[src/hdl/cffim_pkg.sv]
// Functional notes
// RQ1 - fault A bit 7 on battery-current loop change
// RQ2 - fault A bits 6,1,0 on input over-voltage
// RQ3 - fault A bit 5 on battery over-voltage
// RQ4 - fault A bit 4 on bus over-current
// RQ5 - fault A bit 3 on discharge over-current
// RQ6 - fault A bit 2 on converter over-current
// RQ7 - fault B bit 7 on system rail short
// RQ8 - fault B bit 6 on system rail over-voltage
// RQ9 - fault B bit 5 boost stopped, bus high
// RQ10 - fault B bit 4 boost stopped, bus low
// RQ11 - fault B bit 2 on overheat rise, reserved zero
// RQ12 - fault registers 0x26/0x27 read-only, reset zero
// RQ13 - mask 0x28 read/write, reset zero, 1 suppresses
// RQ14 - mask bit 7 gates current-limit loop entry
// RQ15 - mask bit 6 gates voltage-limit loop entry
// RQ16 - mask bit 5 gates watchdog expiry
// RQ17 - mask bit 4 gates weak source detection
// RQ18 - mask bit 3 gates power-good toggle
// RQ19 - mask bit 2 gates input B presence change
// RQ20 - mask bit 1 gates input A presence change
// RQ21 - mask bit 0 bus presence; register reset clears
// RQ22 - fault flags sticky until read, read clears
// RQ23 - unmasked event gives one pulse; flags always set
package cffim_pkg;

    ////////////////////////////////////////////////////////////////////////
    // register offsets
    localparam logic [7:0] ADDR_FAULT_A = 8'h26;
    localparam logic [7:0] ADDR_FAULT_B = 8'h27;
    localparam logic [7:0] ADDR_MASK_A  = 8'h28;

    ////////////////////////////////////////////////////////////////////////
    // reset values
    localparam logic [7:0] RST_FAULT_A  = 8'h00;
    localparam logic [7:0] RST_FAULT_B  = 8'h00;
    localparam logic [7:0] RST_MASK_A   = 8'h00;
    localparam logic [7:0] RDATA_NONE   = 8'h00;

    ////////////////////////////////////////////////////////////////////////
    // fault A field positions
    localparam int A_BATT_LOOP   = 7;
    localparam int A_BUS_OV      = 6;
    localparam int A_BATT_OV     = 5;
    localparam int A_BUS_OC      = 4;
    localparam int A_DISCH_OC    = 3;
    localparam int A_CONV_OC     = 2;
    localparam int A_IN_B_OV     = 1;
    localparam int A_IN_A_OV     = 0;

    ////////////////////////////////////////////////////////////////////////
    // fault B field positions
    localparam int B_SYS_SHORT   = 7;
    localparam int B_SYS_OV      = 6;
    localparam int B_BOOST_OV    = 5;
    localparam int B_BOOST_UV    = 4;
    localparam int B_OVERHEAT    = 2;
    localparam logic [7:0] B_USED_BITS = 8'hF4;

    ////////////////////////////////////////////////////////////////////////
    // mask A field positions
    localparam int M_CURR_LOOP   = 7;
    localparam int M_VOLT_LOOP   = 6;
    localparam int M_WATCHDOG    = 5;
    localparam int M_WEAK_SRC    = 4;
    localparam int M_POWER_GOOD  = 3;
    localparam int M_IN_B_PRES   = 2;
    localparam int M_IN_A_PRES   = 1;
    localparam int M_BUS_PRES    = 0;

    ////////////////////////////////////////////////////////////////////////
    // rising-edge detector lanes
    localparam int RISE_LANES    = 18;
    localparam int R_SYS_SHORT   = 7;
    localparam int R_SYS_OV      = 8;
    localparam int R_BOOST_OV    = 9;
    localparam int R_BOOST_UV    = 10;
    localparam int R_OVERHEAT    = 11;
    localparam int R_IN_CURR     = 12;
    localparam int R_BOOST_CURR  = 13;
    localparam int R_IN_VOLT     = 14;
    localparam int R_BOOST_VOLT  = 15;
    localparam int R_WATCHDOG    = 16;
    localparam int R_WEAK_SRC    = 17;

    ////////////////////////////////////////////////////////////////////////
    // toggle detector lanes
    localparam int TOG_LANES     = 5;
    localparam int T_BATT_LOOP   = 0;
    localparam int T_POWER_GOOD  = 1;
    localparam int T_IN_B_PRES   = 2;
    localparam int T_IN_A_PRES   = 3;
    localparam int T_BUS_PRES    = 4;

endpackage

[src/hdl/cffim_edge.sv]
`timescale 1ns/100ps
// per-lane change detector; first cycle after reset only arms
module cffim_edge #(
    parameter int WIDTH  = 1,
    parameter bit TOGGLE = 1'b0
) (
    // clock and reset
    input  wire logic             clock,
    input  wire logic             rst_b,
    // levels in, one-cycle events out
    input  wire logic [WIDTH-1:0] level,
    output logic      [WIDTH-1:0] event_pulse
);

    typedef struct packed {
        logic             armed;
        logic [WIDTH-1:0] prev;
        logic [WIDTH-1:0] evt;
    } cffim_edge_s;

    cffim_edge_s cur;
    cffim_edge_s next_cur;

    always_comb begin
        next_cur       = cur;
        next_cur.armed = 1'b1;
        next_cur.prev  = level;
        if (!cur.armed) begin
            next_cur.evt = '0;
        end else if (TOGGLE) begin
            next_cur.evt = level ^ cur.prev;
        end else begin
            next_cur.evt = level & ~cur.prev;
        end
    end

    always_ff @(posedge clock or negedge rst_b) begin
        if (!rst_b) begin
            cur <= '0;
        end else begin
            cur <= next_cur;
        end
    end

    assign event_pulse = cur.evt;

endmodule // cffim_edge

[src/hdl/cffim_top.sv]
`timescale 1ns/100ps
module cffim_top (
    // clock and reset
    input  wire logic       clock,
    input  wire logic       rst_b,
    // register port behind the host serial interface
    input  wire logic [7:0] reg_addr,
    input  wire logic       reg_wr,
    input  wire logic       reg_rd,
    input  wire logic [7:0] reg_wdata,
    output logic      [7:0] reg_rdata,
    output logic            reg_rvalid,
    input  wire logic       reg_reset_cmd,
    // fault conditions, levels
    input  wire logic       batt_current_loop,
    input  wire logic       bus_overvolt,
    input  wire logic       batt_overvolt,
    input  wire logic       bus_overcurrent,
    input  wire logic       discharge_overcurrent,
    input  wire logic       converter_overcurrent,
    input  wire logic       input_b_overvolt,
    input  wire logic       input_a_overvolt,
    input  wire logic       sys_rail_short,
    input  wire logic       sys_rail_overvolt,
    input  wire logic       boost_out_overvolt,
    input  wire logic       boost_out_undervolt,
    input  wire logic       die_overheat,
    // charger conditions, levels
    input  wire logic       input_current_limit_loop,
    input  wire logic       boost_current_limit,
    input  wire logic       input_voltage_limit_loop,
    input  wire logic       boost_voltage_regulation,
    input  wire logic       watchdog_expired,
    input  wire logic       weak_source,
    input  wire logic       power_good,
    input  wire logic       input_b_present,
    input  wire logic       input_a_present,
    input  wire logic       bus_present,
    // host interrupt, active-low one-cycle pulse
    output logic            host_irq_b,
    // fault and mask register contents
    output logic      [7:0] fault_event_latch_a,
    output logic      [7:0] fault_event_latch_b,
    output logic      [7:0] irq_suppress_a
);

    ////////////////////////////////////////////////////////////////////////
    // state

    typedef struct packed {
        logic [7:0] flag_a;
        logic [7:0] flag_b;
        logic [7:0] mask_a;
        logic [7:0] rdata;
        logic       rvalid;
        logic       irq_b;
    } cffim_state_s;

    cffim_state_s cur;
    cffim_state_s next_cur;

    logic [cffim_pkg::RISE_LANES-1:0] rise_level;
    logic [cffim_pkg::RISE_LANES-1:0] rise_evt;
    logic [cffim_pkg::TOG_LANES-1:0]  tog_level;
    logic [cffim_pkg::TOG_LANES-1:0]  tog_evt;
    logic [7:0]                       set_a;
    logic [7:0]                       set_b;
    logic [7:0]                       chg_evt;
    logic                             irq_hit;

    ////////////////////////////////////////////////////////////////////////
    // event detection

    always_comb begin
        rise_level = '0;
        rise_level[cffim_pkg::A_IN_A_OV]    = input_a_overvolt;
        rise_level[cffim_pkg::A_IN_B_OV]    = input_b_overvolt;
        rise_level[cffim_pkg::A_CONV_OC]    = converter_overcurrent;
        rise_level[cffim_pkg::A_DISCH_OC]   = discharge_overcurrent;
        rise_level[cffim_pkg::A_BUS_OC]     = bus_overcurrent;
        rise_level[cffim_pkg::A_BATT_OV]    = batt_overvolt;
        rise_level[cffim_pkg::A_BUS_OV]     = bus_overvolt;
        rise_level[cffim_pkg::R_SYS_SHORT]  = sys_rail_short;
        rise_level[cffim_pkg::R_SYS_OV]     = sys_rail_overvolt;
        rise_level[cffim_pkg::R_BOOST_OV]   = boost_out_overvolt;
        rise_level[cffim_pkg::R_BOOST_UV]   = boost_out_undervolt;
        rise_level[cffim_pkg::R_OVERHEAT]   = die_overheat;
        rise_level[cffim_pkg::R_IN_CURR]    = input_current_limit_loop;
        rise_level[cffim_pkg::R_BOOST_CURR] = boost_current_limit;
        rise_level[cffim_pkg::R_IN_VOLT]    = input_voltage_limit_loop;
        rise_level[cffim_pkg::R_BOOST_VOLT] = boost_voltage_regulation;
        rise_level[cffim_pkg::R_WATCHDOG]   = watchdog_expired;
        rise_level[cffim_pkg::R_WEAK_SRC]   = weak_source;
        tog_level = '0;
        tog_level[cffim_pkg::T_BATT_LOOP]   = batt_current_loop;
        tog_level[cffim_pkg::T_POWER_GOOD]  = power_good;
        tog_level[cffim_pkg::T_IN_B_PRES]   = input_b_present;
        tog_level[cffim_pkg::T_IN_A_PRES]   = input_a_present;
        tog_level[cffim_pkg::T_BUS_PRES]    = bus_present;
    end

    cffim_edge #(
        .WIDTH  (cffim_pkg::RISE_LANES),
        .TOGGLE (1'b0)
    ) u_rise (
        .clock       (clock),
        .rst_b       (rst_b),
        .level       (rise_level),
        .event_pulse (rise_evt)
    );

    cffim_edge #(
        .WIDTH  (cffim_pkg::TOG_LANES),
        .TOGGLE (1'b1)
    ) u_toggle (
        .clock       (clock),
        .rst_b       (rst_b),
        .level       (tog_level),
        .event_pulse (tog_evt)
    );

    ////////////////////////////////////////////////////////////////////////
    // event routing to flags and mask lanes

    always_comb begin
        set_a = '0;
        set_a[cffim_pkg::A_BATT_LOOP] = tog_evt[cffim_pkg::T_BATT_LOOP]; // RQ1
        set_a[cffim_pkg::A_BUS_OV]  = rise_evt[cffim_pkg::A_BUS_OV];     // RQ2
        set_a[cffim_pkg::A_IN_B_OV] = rise_evt[cffim_pkg::A_IN_B_OV];    // RQ2
        set_a[cffim_pkg::A_IN_A_OV] = rise_evt[cffim_pkg::A_IN_A_OV];    // RQ2
        set_a[cffim_pkg::A_BATT_OV] = rise_evt[cffim_pkg::A_BATT_OV];    // RQ3
        set_a[cffim_pkg::A_BUS_OC]  = rise_evt[cffim_pkg::A_BUS_OC];     // RQ4
        set_a[cffim_pkg::A_DISCH_OC] = rise_evt[cffim_pkg::A_DISCH_OC];  // RQ5
        set_a[cffim_pkg::A_CONV_OC] = rise_evt[cffim_pkg::A_CONV_OC];    // RQ6
        set_b = '0;
        set_b[cffim_pkg::B_SYS_SHORT] =
            rise_evt[cffim_pkg::R_SYS_SHORT];                            // RQ7
        set_b[cffim_pkg::B_SYS_OV]   = rise_evt[cffim_pkg::R_SYS_OV];    // RQ8
        set_b[cffim_pkg::B_BOOST_OV] = rise_evt[cffim_pkg::R_BOOST_OV];  // RQ9
        set_b[cffim_pkg::B_BOOST_UV] = rise_evt[cffim_pkg::R_BOOST_UV];  // RQ10
        set_b[cffim_pkg::B_OVERHEAT] = rise_evt[cffim_pkg::R_OVERHEAT];  // RQ11
        chg_evt = '0;
        chg_evt[cffim_pkg::M_CURR_LOOP] =
            rise_evt[cffim_pkg::R_IN_CURR] |
            rise_evt[cffim_pkg::R_BOOST_CURR];                            // RQ14
        chg_evt[cffim_pkg::M_VOLT_LOOP] =
            rise_evt[cffim_pkg::R_IN_VOLT] |
            rise_evt[cffim_pkg::R_BOOST_VOLT];                            // RQ15
        chg_evt[cffim_pkg::M_WATCHDOG] =
            rise_evt[cffim_pkg::R_WATCHDOG];                              // RQ16
        chg_evt[cffim_pkg::M_WEAK_SRC] =
            rise_evt[cffim_pkg::R_WEAK_SRC];                              // RQ17
        chg_evt[cffim_pkg::M_POWER_GOOD] =
            tog_evt[cffim_pkg::T_POWER_GOOD];                             // RQ18
        chg_evt[cffim_pkg::M_IN_B_PRES] =
            tog_evt[cffim_pkg::T_IN_B_PRES];                              // RQ19
        chg_evt[cffim_pkg::M_IN_A_PRES] =
            tog_evt[cffim_pkg::T_IN_A_PRES];                              // RQ20
        chg_evt[cffim_pkg::M_BUS_PRES] =
            tog_evt[cffim_pkg::T_BUS_PRES];                               // RQ21
        // fault events have no mask in this block
        irq_hit = (|(chg_evt & ~cur.mask_a)) | (|set_a) | (|set_b);      // RQ23
    end

    ////////////////////////////////////////////////////////////////////////
    // register access and flag update

    always_comb begin
        next_cur        = cur;
        next_cur.rvalid = 1'b0;
        next_cur.irq_b  = ~irq_hit;                                      // RQ23
        if (reg_rd) begin
            next_cur.rvalid = 1'b1;
            if (reg_addr == cffim_pkg::ADDR_FAULT_A) begin
                next_cur.rdata  = cur.flag_a;
                next_cur.flag_a = cffim_pkg::RST_FAULT_A;                // RQ22
            end else if (reg_addr == cffim_pkg::ADDR_FAULT_B) begin
                next_cur.rdata  = cur.flag_b & cffim_pkg::B_USED_BITS;   // RQ11
                next_cur.flag_b = cffim_pkg::RST_FAULT_B;                // RQ22
            end else if (reg_addr == cffim_pkg::ADDR_MASK_A) begin
                next_cur.rdata  = cur.mask_a;                            // RQ13
            end else begin
                next_cur.rdata  = cffim_pkg::RDATA_NONE;
            end
        end
        // writes to the fault registers are ignored
        if (reg_wr && (reg_addr == cffim_pkg::ADDR_MASK_A)) begin
            next_cur.mask_a = reg_wdata;                                 // RQ13
        end
        if (reg_reset_cmd) begin
            next_cur.mask_a = cffim_pkg::RST_MASK_A;                     // RQ21
        end
        // set wins over read-clear; masks never block flags
        next_cur.flag_a = next_cur.flag_a | set_a;                       // RQ22
        next_cur.flag_b = (next_cur.flag_b | set_b)
                          & cffim_pkg::B_USED_BITS;                      // RQ11
    end

    always_ff @(posedge clock or negedge rst_b) begin
        if (!rst_b) begin
            cur.flag_a <= cffim_pkg::RST_FAULT_A;                        // RQ12
            cur.flag_b <= cffim_pkg::RST_FAULT_B;                        // RQ12
            cur.mask_a <= cffim_pkg::RST_MASK_A;                         // RQ13
            cur.rdata  <= cffim_pkg::RDATA_NONE;
            cur.rvalid <= 1'b0;
            cur.irq_b  <= 1'b1;
        end else begin
            cur <= next_cur;
        end
    end

    ////////////////////////////////////////////////////////////////////////
    // outputs

    assign reg_rdata           = cur.rdata;
    assign reg_rvalid          = cur.rvalid;
    assign host_irq_b          = cur.irq_b;
    assign fault_event_latch_a = cur.flag_a;
    assign fault_event_latch_b = cur.flag_b;
    assign irq_suppress_a      = cur.mask_a;

endmodule // cffim_top

[config.mk]
export PLATFORM = sky130hd
export DESIGN_NAME = cffim_top
export DESIGN_NICKNAME = d
export VERILOG_FILES = /design/src/hdl/cffim_pkg.sv /design/src/hdl/cffim_edge.sv /design/src/hdl/cffim_top.sv
export SDC_FILE = /design/constraint.sdc
export NUM_CORES = 1
export LEC_CHECK = 0
export BUFFER_PORTS_ARGS = -buffer_cell sky130_fd_sc_hd__buf_2
export CORE_MARGIN = 1.5
export CORE_UTILIZATION = 54
export CTS_BUF_LIST = sky130_fd_sc_hd__clkbuf_2 sky130_fd_sc_hd__clkbuf_4 sky130_fd_sc_hd__clkbuf_8
export CTS_CLUSTER_SIZE = 10
export DETAILED_ROUTE_END_ITERATION = 16
export GPL_TIMING_DRIVEN = 0
export PLACE_DENSITY = 0.81
export SLEW_MARGIN = 20
export SYNTH_ARGS = -nofsm -noshare
export SYNTH_HDL_FRONTEND = slang
export SYNTH_HIERARCHICAL = 1
export SYNTH_SLANG_ARGS = --single-unit
export TNS_END_PERCENT = 5
[constraint.sdc]
create_clock -name clock -period 1.4 [get_ports clock]
set_input_delay 0.07 -clock clock [delete_from_list [all_inputs] [get_ports clock]]
set_output_delay 0.07 -clock clock [all_outputs]
set_load 0.03 [all_outputs]
==> flow_metrics.env, run 1 <==
export IMPL_muxShareOfSynthArea_pct=0
export IMPL_grt_use_met2_pct=34.2
export IMPL_min_period_ps=1360
export IMPL_postSynthCellCount=243
export IMPL_nets=407
export IMPL_die_x_um=78.3
export IMPL_synthTopCellsByArea="dfrtp_1 (64%), buf_4 (6.9%), a21o_1 (3.2%), and3b_1 (3.2%), and3b_2 (2.6%)"
export IMPL_yosysWarnings=6
export IMPL_status="completed"
export IMPL_finalHoldViolCount=0
export IMPL_worstSetupPathType="reg2reg"
export IMPL_numClockSinks=79
export IMPL_fin_area_mm2=0.00413
export IMPL_routed_wl_um=6010
export IMPL_dp_hpwl_um=4080
export IMPL_irDropWorstVdd_mv=1.00
export IMPL_grt_start_max_net_pins=42
export IMPL_synth_xor_area_share_pct=1.43
export IMPL_cts_root_buf="clkbuf_8"
export IMPL_clockBufferDepth=2
export IMPL_drive_gt1_share_pct=36.7
export IMPL_synth_top_area_cell="dfrtp_1"
export IMPL_critPathRequiredTime_ps=1640
export IMPL_area_growth_pct=35.1
export IMPL_synth_compound_area_share_pct=9.00
export IMPL_fin_util_pct=75.5
export IMPL_syn_area_mm2=0.00306
export IMPL_overflow=0
export IMPL_yosysSeqAreaShare_pct=64.7
export IMPL_powerDensity_mw_per_mm2=1120
export IMPL_max_clock_freq_ghz=0.734
export IMPL_grt_util_all_layers_pct=21.4
export IMPL_finalCritPeriodShare_pct=97.3
export IMPL_p_leak_uw=0.00203
export IMPL_cts_buffers=9
export IMPL_synth_top_cell_area_share_pct=63.8
export IMPL_initial_core_util_pct=55.9
export IMPL_synth_top_family_by_area="simple AND/OR/NAND/NOR gates"
export IMPL_n_antenna_cell=0
export IMPL_grt_pass1_vias=2134
export IMPL_synth_edf_count=0
export IMPL_grt_util_met1_pct=27.0
export IMPL_synthArstFlopShare_pct=100
export IMPL_dpl_cell_area_mm2=0.00354
export IMPL_setup_viol=0
export IMPL_layout_cells_non_filler=440
export IMPL_grt_pass1_wl_um=9810
export IMPL_worstMarginPinSlew_ps=522
export IMPL_antenna_left=0
export IMPL_antenna_found_initial=0
export IMPL_synth_fa_ha_area_share_pct=0
export IMPL_globalRouteMet3Util_pct=4.77
export IMPL_synth_most_common_cell="dfrtp_1"
export IMPL_place_inst=391
export IMPL_synth_cell_types=33
export IMPL_drt_pass1_iter_count=4
export IMPL_syn_area_per_cell_um2=12.6
export IMPL_holdWs_ps=83.3
export IMPL_maxCapViolations=0
export IMPL_ys_flop_type="dfrtp_1"
export IMPL_drc_errors=0
export IMPL_busiest_layer="met2"
export IMPL_viasPerCell=4.93
export IMPL_gp_congestion=0.923
export IMPL_slew_headroom_pct=65.1
export IMPL_hold_path_class="in2reg"
export IMPL_clk_latency_ps=340
export IMPL_htree_levels=3
export IMPL_core_area_mm2=0.00547
export IMPL_rows=27
export IMPL_io_pins=78
export IMPL_startpoint_type="flop"
export IMPL_dieArea_mm2=0.00612
export IMPL_die_h_um=78.3
export IMPL_end_kind="flop"
export IMPL_path_max_fanout=2
export IMPL_path_clk_slew_ps=90
export IMPL_synth_simple_gate_area_share_pct=15.0
export IMPL_avgRoutedWirePerCell_um=13.7
export IMPL_fin_skew_ps=11.3
export IMPL_cp_data_arrival_time_ps=1610
export IMPL_synth_ff_latch_count=79
export IMPL_rsz0062_at_grt="yes"
export IMPL_portBuffers=73
export IMPL_ys_top_cells_by_count="dfrtp_1 (78), buf_4 (28), nand2_1 (16)"
export IMPL_finalMaxSlewViolations=0
export IMPL_cts_tree="built"
export IMPL_vias=2169
export IMPL_drt_iter0_markers=160
## critical path: stages (launching register included)
cell     delay (ps)
dfrtp_1         370
buf_4           140
nor4_4          290
nand4_1         150
nor4_2          320
## metrics by stage
| stage | total power [µW] | setup WS, ps | setup TNS [ps] |
|---|---|---|---|
| 3_5_place_dp | 2770 | -75.4 | -1030 |
| 4_1_cts | 4640 | 2.00 | 0 |
| 5_1_grt | 4800 | -27.7 | -27.7 |
| 6_report | 4610 | 37.4 | 0 |
| 2_1_floorplan | 2600 | 111 | 0 |
| 3_3_place_gp | 2750 | -197 | -15540 |
## path summary, 6_finish.rpt
check,cells past startpoint,end,slack [ps],start
worst max-delay path,4,host_irq_b,40,u_rise/event_pulse[3]
worst min-delay path,2,irq_suppress_a[4],80,reg_reset_cmd
worst min register to register,1,fault_event_latch_a[4],500,fault_event_latch_a[4]
max in group asynchronous,3,fault_event_latch_a[3],580,rst_b
min in group asynchronous,2,u_toggle/cur[7],250,rst_b
worst max register to register,4,host_irq_b,40,u_rise/event_pulse[3]
## metal layers
layer | part of all wire, % | vias to the layer above
li1 | - | 1030
met1 | 43 | 1054
met2 | 50 | 73
met3 | 4.8 | 12
met4 | 2.4 | 0
met5 | 0 | -
## what timing repair did
| action | 4_1_cts | 5_1_grt |
|---|---|---|
| hold endpoints to repair | 81 | 0 |
| pin swaps | 0 | 1 |
| hold buffers | 33 | 0 |
| buffers inserted | 0 | 0 |
| setup endpoints to repair | 1 | 1 |
| gates resized for setup | 3 | 3 |
## final cells by class
type / count / area, µm²
plain buffers: 33 / 238
clock buffers: 10 / 131
clock inverters: 6 / 85.1
fillers: 371 / 1340
inverters: 14 / 52.6
multi-input cells: 119 / 837
flip-flops and latches: 79 / 1980
well taps: 72 / 90.1
repair buffers: 107 / 718
## registers in the layout (all words and copies together), names as in the netlist
register / cells
host_irq_b: 1
irq_suppress_a: 8
reg_rvalid: 1
u_rise/event_pulse: 18
fault_event_latch_a: 8
u_toggle/event_pulse: 5
fault_event_latch_b: 5
reg_rdata: 8
u_rise/cur: 19
u_toggle/cur: 6
## cells in the final DEF (no fill, tap or decap), types with 5 or more instances in the layout
| cell type | n |
|---|---|
| dlygate4sd3_1 | 33 |
| buf_2 | 73 |
| and3b_1 | 11 |
| dfrtp_1 | 78 |
| buf_4 | 29 |
| inv_1 | 14 |
| nand3_1 | 5 |
| o22ai_1 | 7 |
| a21o_1 | 13 |
| nand2_1 | 16 |
| a21oi_1 | 9 |
| and3b_2 | 8 |
| xor2_1 | 5 |
| clkbuf_8 | 9 |
| and2_1 | 6 |
| or2b_1 | 5 |
| o21ai_0 | 5 |
| a22oi_1 | 5 |
| conb_1 | 5 |
## cell families after synthesis
| kind of cell | count (synthesis) |
|---|---|
| other | 3 |
| XOR/XNOR | 5 |
| buffers and inverters | 47 |
| flip-flops | 79 |
| AO/OA/AOI/OAI | 42 |
| AND/OR/NAND/NOR | 67 |
## power by group
part / total [µW] / switching, µW / internal, µW
sequential: 2390 / 28.9 / 2360
clock: 1800 / 779 / 1020
combinational: 424 / 194 / 230
Note: power is estimated with default switching activity, not from simulation.
==> run 2, diff against run 1 <==
CELL_PAD_IN_SITES_DETAIL_PLACEMENT = 1   (was unset)
CELL_PAD_IN_SITES_GLOBAL_PLACEMENT = 2   (was unset)
CORE_UTILIZATION = 36   (was 54)
PLACE_DENSITY = unset   (was 0.81)
PLACE_DENSITY_LB_ADDON = 0.1   (was unset)
RECOVER_POWER = 25   (was unset)
==> run 2 against run 1 <==
  * Cell area fell by 1.8%
  * Critical endpoint unchanged
  * Setup slack gained 11 ps
  * Combinational power shrank 4%
  * Via count shrank 1.9%
  * Sequential share of layout area grew 0.96 points
  * Clock power is 18% lower
  * Non-clock buffer count fell by 10
  * Fmax rose by 0.80%
  * Total power down 7.1%
  * Largest cell class unchanged
  * Clock-buffer cell count stayed put
  * Critical path type unchanged
==> flow_metrics.env, run 2 (same netlist as run 1, synthesis figures left out) <==
export IMPL_status="completed"
export IMPL_power_uw=4280
export IMPL_end_kind="flop"
export IMPL_worstSetupPathType="reg2reg"
export IMPL_die_h_um=95.2
export IMPL_vias=2128
export IMPL_rows=33
export IMPL_n_antenna_cell=0
export IMPL_min_from="reg_reset_cmd"
export IMPL_gp_congestion=0.741
export IMPL_crit_chain="nor4_4 -> nand4_1 -> nor4_4"
export IMPL_cp_data_arrival_time_ps=1610
export IMPL_initial_core_util_pct=37.2
export IMPL_grt_util_all_layers_pct=16.9
export IMPL_core_area_mm2=0.00822
export IMPL_reg2reg_depth=3
export IMPL_numClockSinks=79
export IMPL_startpoint_type="flop"
export IMPL_avgRoutedWirePerCell_um=15.0
export IMPL_path_clk_slew_ps=90
export IMPL_routed_wl_um=6940
export IMPL_p_leak_uw=0.00191
export IMPL_die_x_um=95.2
export IMPL_max_clock_freq_ghz=0.740
export IMPL_clockBufferDepth=2
export IMPL_drt_iter0_markers=62
export IMPL_antenna_found_initial=0
export IMPL_slew_headroom_pct=61.2
export IMPL_dpl_cell_area_mm2=0.00358
export IMPL_finalCritPeriodShare_pct=96.6
export IMPL_fin_skew_ps=11.0
export IMPL_comb_power_share_pct=9.6
export IMPL_seqPwrFrac_pct=55.9
export IMPL_powerDensity_mw_per_mm2=1060
export IMPL_overflow=0
export IMPL_critPathRequiredTime_ps=1660
export IMPL_viasPerCell=4.60
export IMPL_worst_path_max_delay_cell="dfrtp_1"
export IMPL_dp_hpwl_um=4930
export IMPL_drc_errors=0
export IMPL_setup_viol=0
export IMPL_worstMarginPinSlew_ps=579
export IMPL_final_common_cell="dfrtp_1"
export IMPL_cts_root_buf="clkbuf_8"
export IMPL_maxCapViolations=0
export IMPL_cts_buffers=9
export IMPL_io_pins=78
export IMPL_cts_tree="built"
export IMPL_nets=397
export IMPL_layout_common_cells="dfrtp_1 (76), buf_2 (60), dlygate4sd3_1 (33), buf_4 (19), nand2_1 (16)"
export IMPL_antenna_left=0
export IMPL_holdPathEnd="irq_suppress_a[2]"
export IMPL_crit_top_cell="nor4_4"
export IMPL_portBuffers=73
export IMPL_critPathMaxStageDelay_ps=420
export IMPL_drive_gt1_share_pct=32.7
export IMPL_min_period_ps=1350
export IMPL_finalHoldViolCount=0
export IMPL_dieArea_mm2=0.00906
export IMPL_drt_pass1_iter_count=4
export IMPL_area_growth_pct=32.6
export IMPL_p_int_uw=3230
export IMPL_largest_register="u_rise/cur"
export IMPL_grt_pass1_vias=2249
export IMPL_p_sw_share_pct=24.7
export IMPL_switchingPower_uw=1060
export IMPL_r2r_start="u_rise/event_pulse[0]"
export IMPL_postCtsSetupRepairBufs=0
export IMPL_grt_pass1_wl_um=11200
export IMPL_hold_path_class="in2reg"
export IMPL_rrSetupSlack_ps=50
export IMPL_timing_rr_end="host_irq_b"
export IMPL_finalMaxSlewViolations=0
export IMPL_largest_register_ffs=19
export IMPL_grt_start_max_net_pins=43
export IMPL_rsz0062_at_grt="no"
export IMPL_clk_latency_ps=350
export IMPL_path_max_fanout=2
export IMPL_fin_area_mm2=0.00405
export IMPL_htree_levels=3
export IMPL_clkPwrFrac_pct=34.6
export IMPL_irDropWorstVdd_mv=0.526
export IMPL_min_delay_path_depth=2
[run 2: worst max-delay path by stage]
stage	startpoint	end	slack (ps)	cells after the start
finish	u_rise/event_pulse[0]	host_irq_b	50	3
global route	u_rise/event_pulse[0]	host_irq_b	10	3
CTS	u_rise/event_pulse[12]	host_irq_b	-30	4
detailed placement	reg_addr[4]	fault_event_latch_a[2]	-190	7
global placement	rst_b	u_rise/cur[27]	-360	1
floorplan	irq_suppress_a[7]	host_irq_b	110	3
[run 2: power by group through the flow]
stage               registers (µW)  logic (µW)  clock network, µW
floorplan                     2450         154                  0
global placement              2430         334                  0
detailed placement            2430         347                  0
CTS                           2390         430               1550
global route                  2400         452               1650
finish                        2390         409               1480
[run 2: what timing repair did]
| item | in CTS | in global routing |
|---|---|---|
| gates resized for setup | 10 | 2 |
| setup endpoints to repair | 1 | 1 |
| hold buffers | 33 | 0 |
| pin swaps | 6 | 4 |
| hold endpoints to repair | 90 | 0 |
[run 2: final cells by class]
cell class	instances	area [µm²]
Fill cell	905	4160
Sequential cell	79	1980
Multi-Input combinational cell	119	856
Timing Repair Buffer	107	702
Buffer	23	163
Clock buffer	10	131
Tap cell	105	131
Inverter	14	52.6
Clock inverter	6	37.5
[run 2: through the flow]
| step | hold slack, ps | TNS, ps | worst slack (ps) | util, % | cells |
|---|---|---|---|---|---|
| floorplan | -226 | 0 | 111 | - | 245 |
| global placement | 188 | -30110 | -358 | 43.4 | 423 |
| detailed placement | 90.7 | -3250 | -186 | 43.6 | 424 |
| CTS | 69.6 | -25.7 | -25.7 | 49.9 | 469 |
| global route | 97.9 | 0 | 10.4 | 49.3 | 463 |
| finish | 90.2 | 0 | 48.2 | 49.3 | 463 |
[run 2: per-layer routing]
layer / share of wire [%] / vias up / routed length (µm) / GRT usage [%]
li1: - / 1013 / - / -
met1: 46 / 1042 / 3180 / 22.2
met2: 46 / 62 / 3210 / 26.1
met3: 6.1 / 11 / 421 / 4.31
met4: 1.8 / 0 / 123 / 8.21
met5: 0 / - / 0 / 0
[run 2: worst max-delay path, delay by kind of cell (launching register included)]
family           cells  cell delay (ps)
AND/OR/NAND/NOR      3              840
flip-flops           1              420
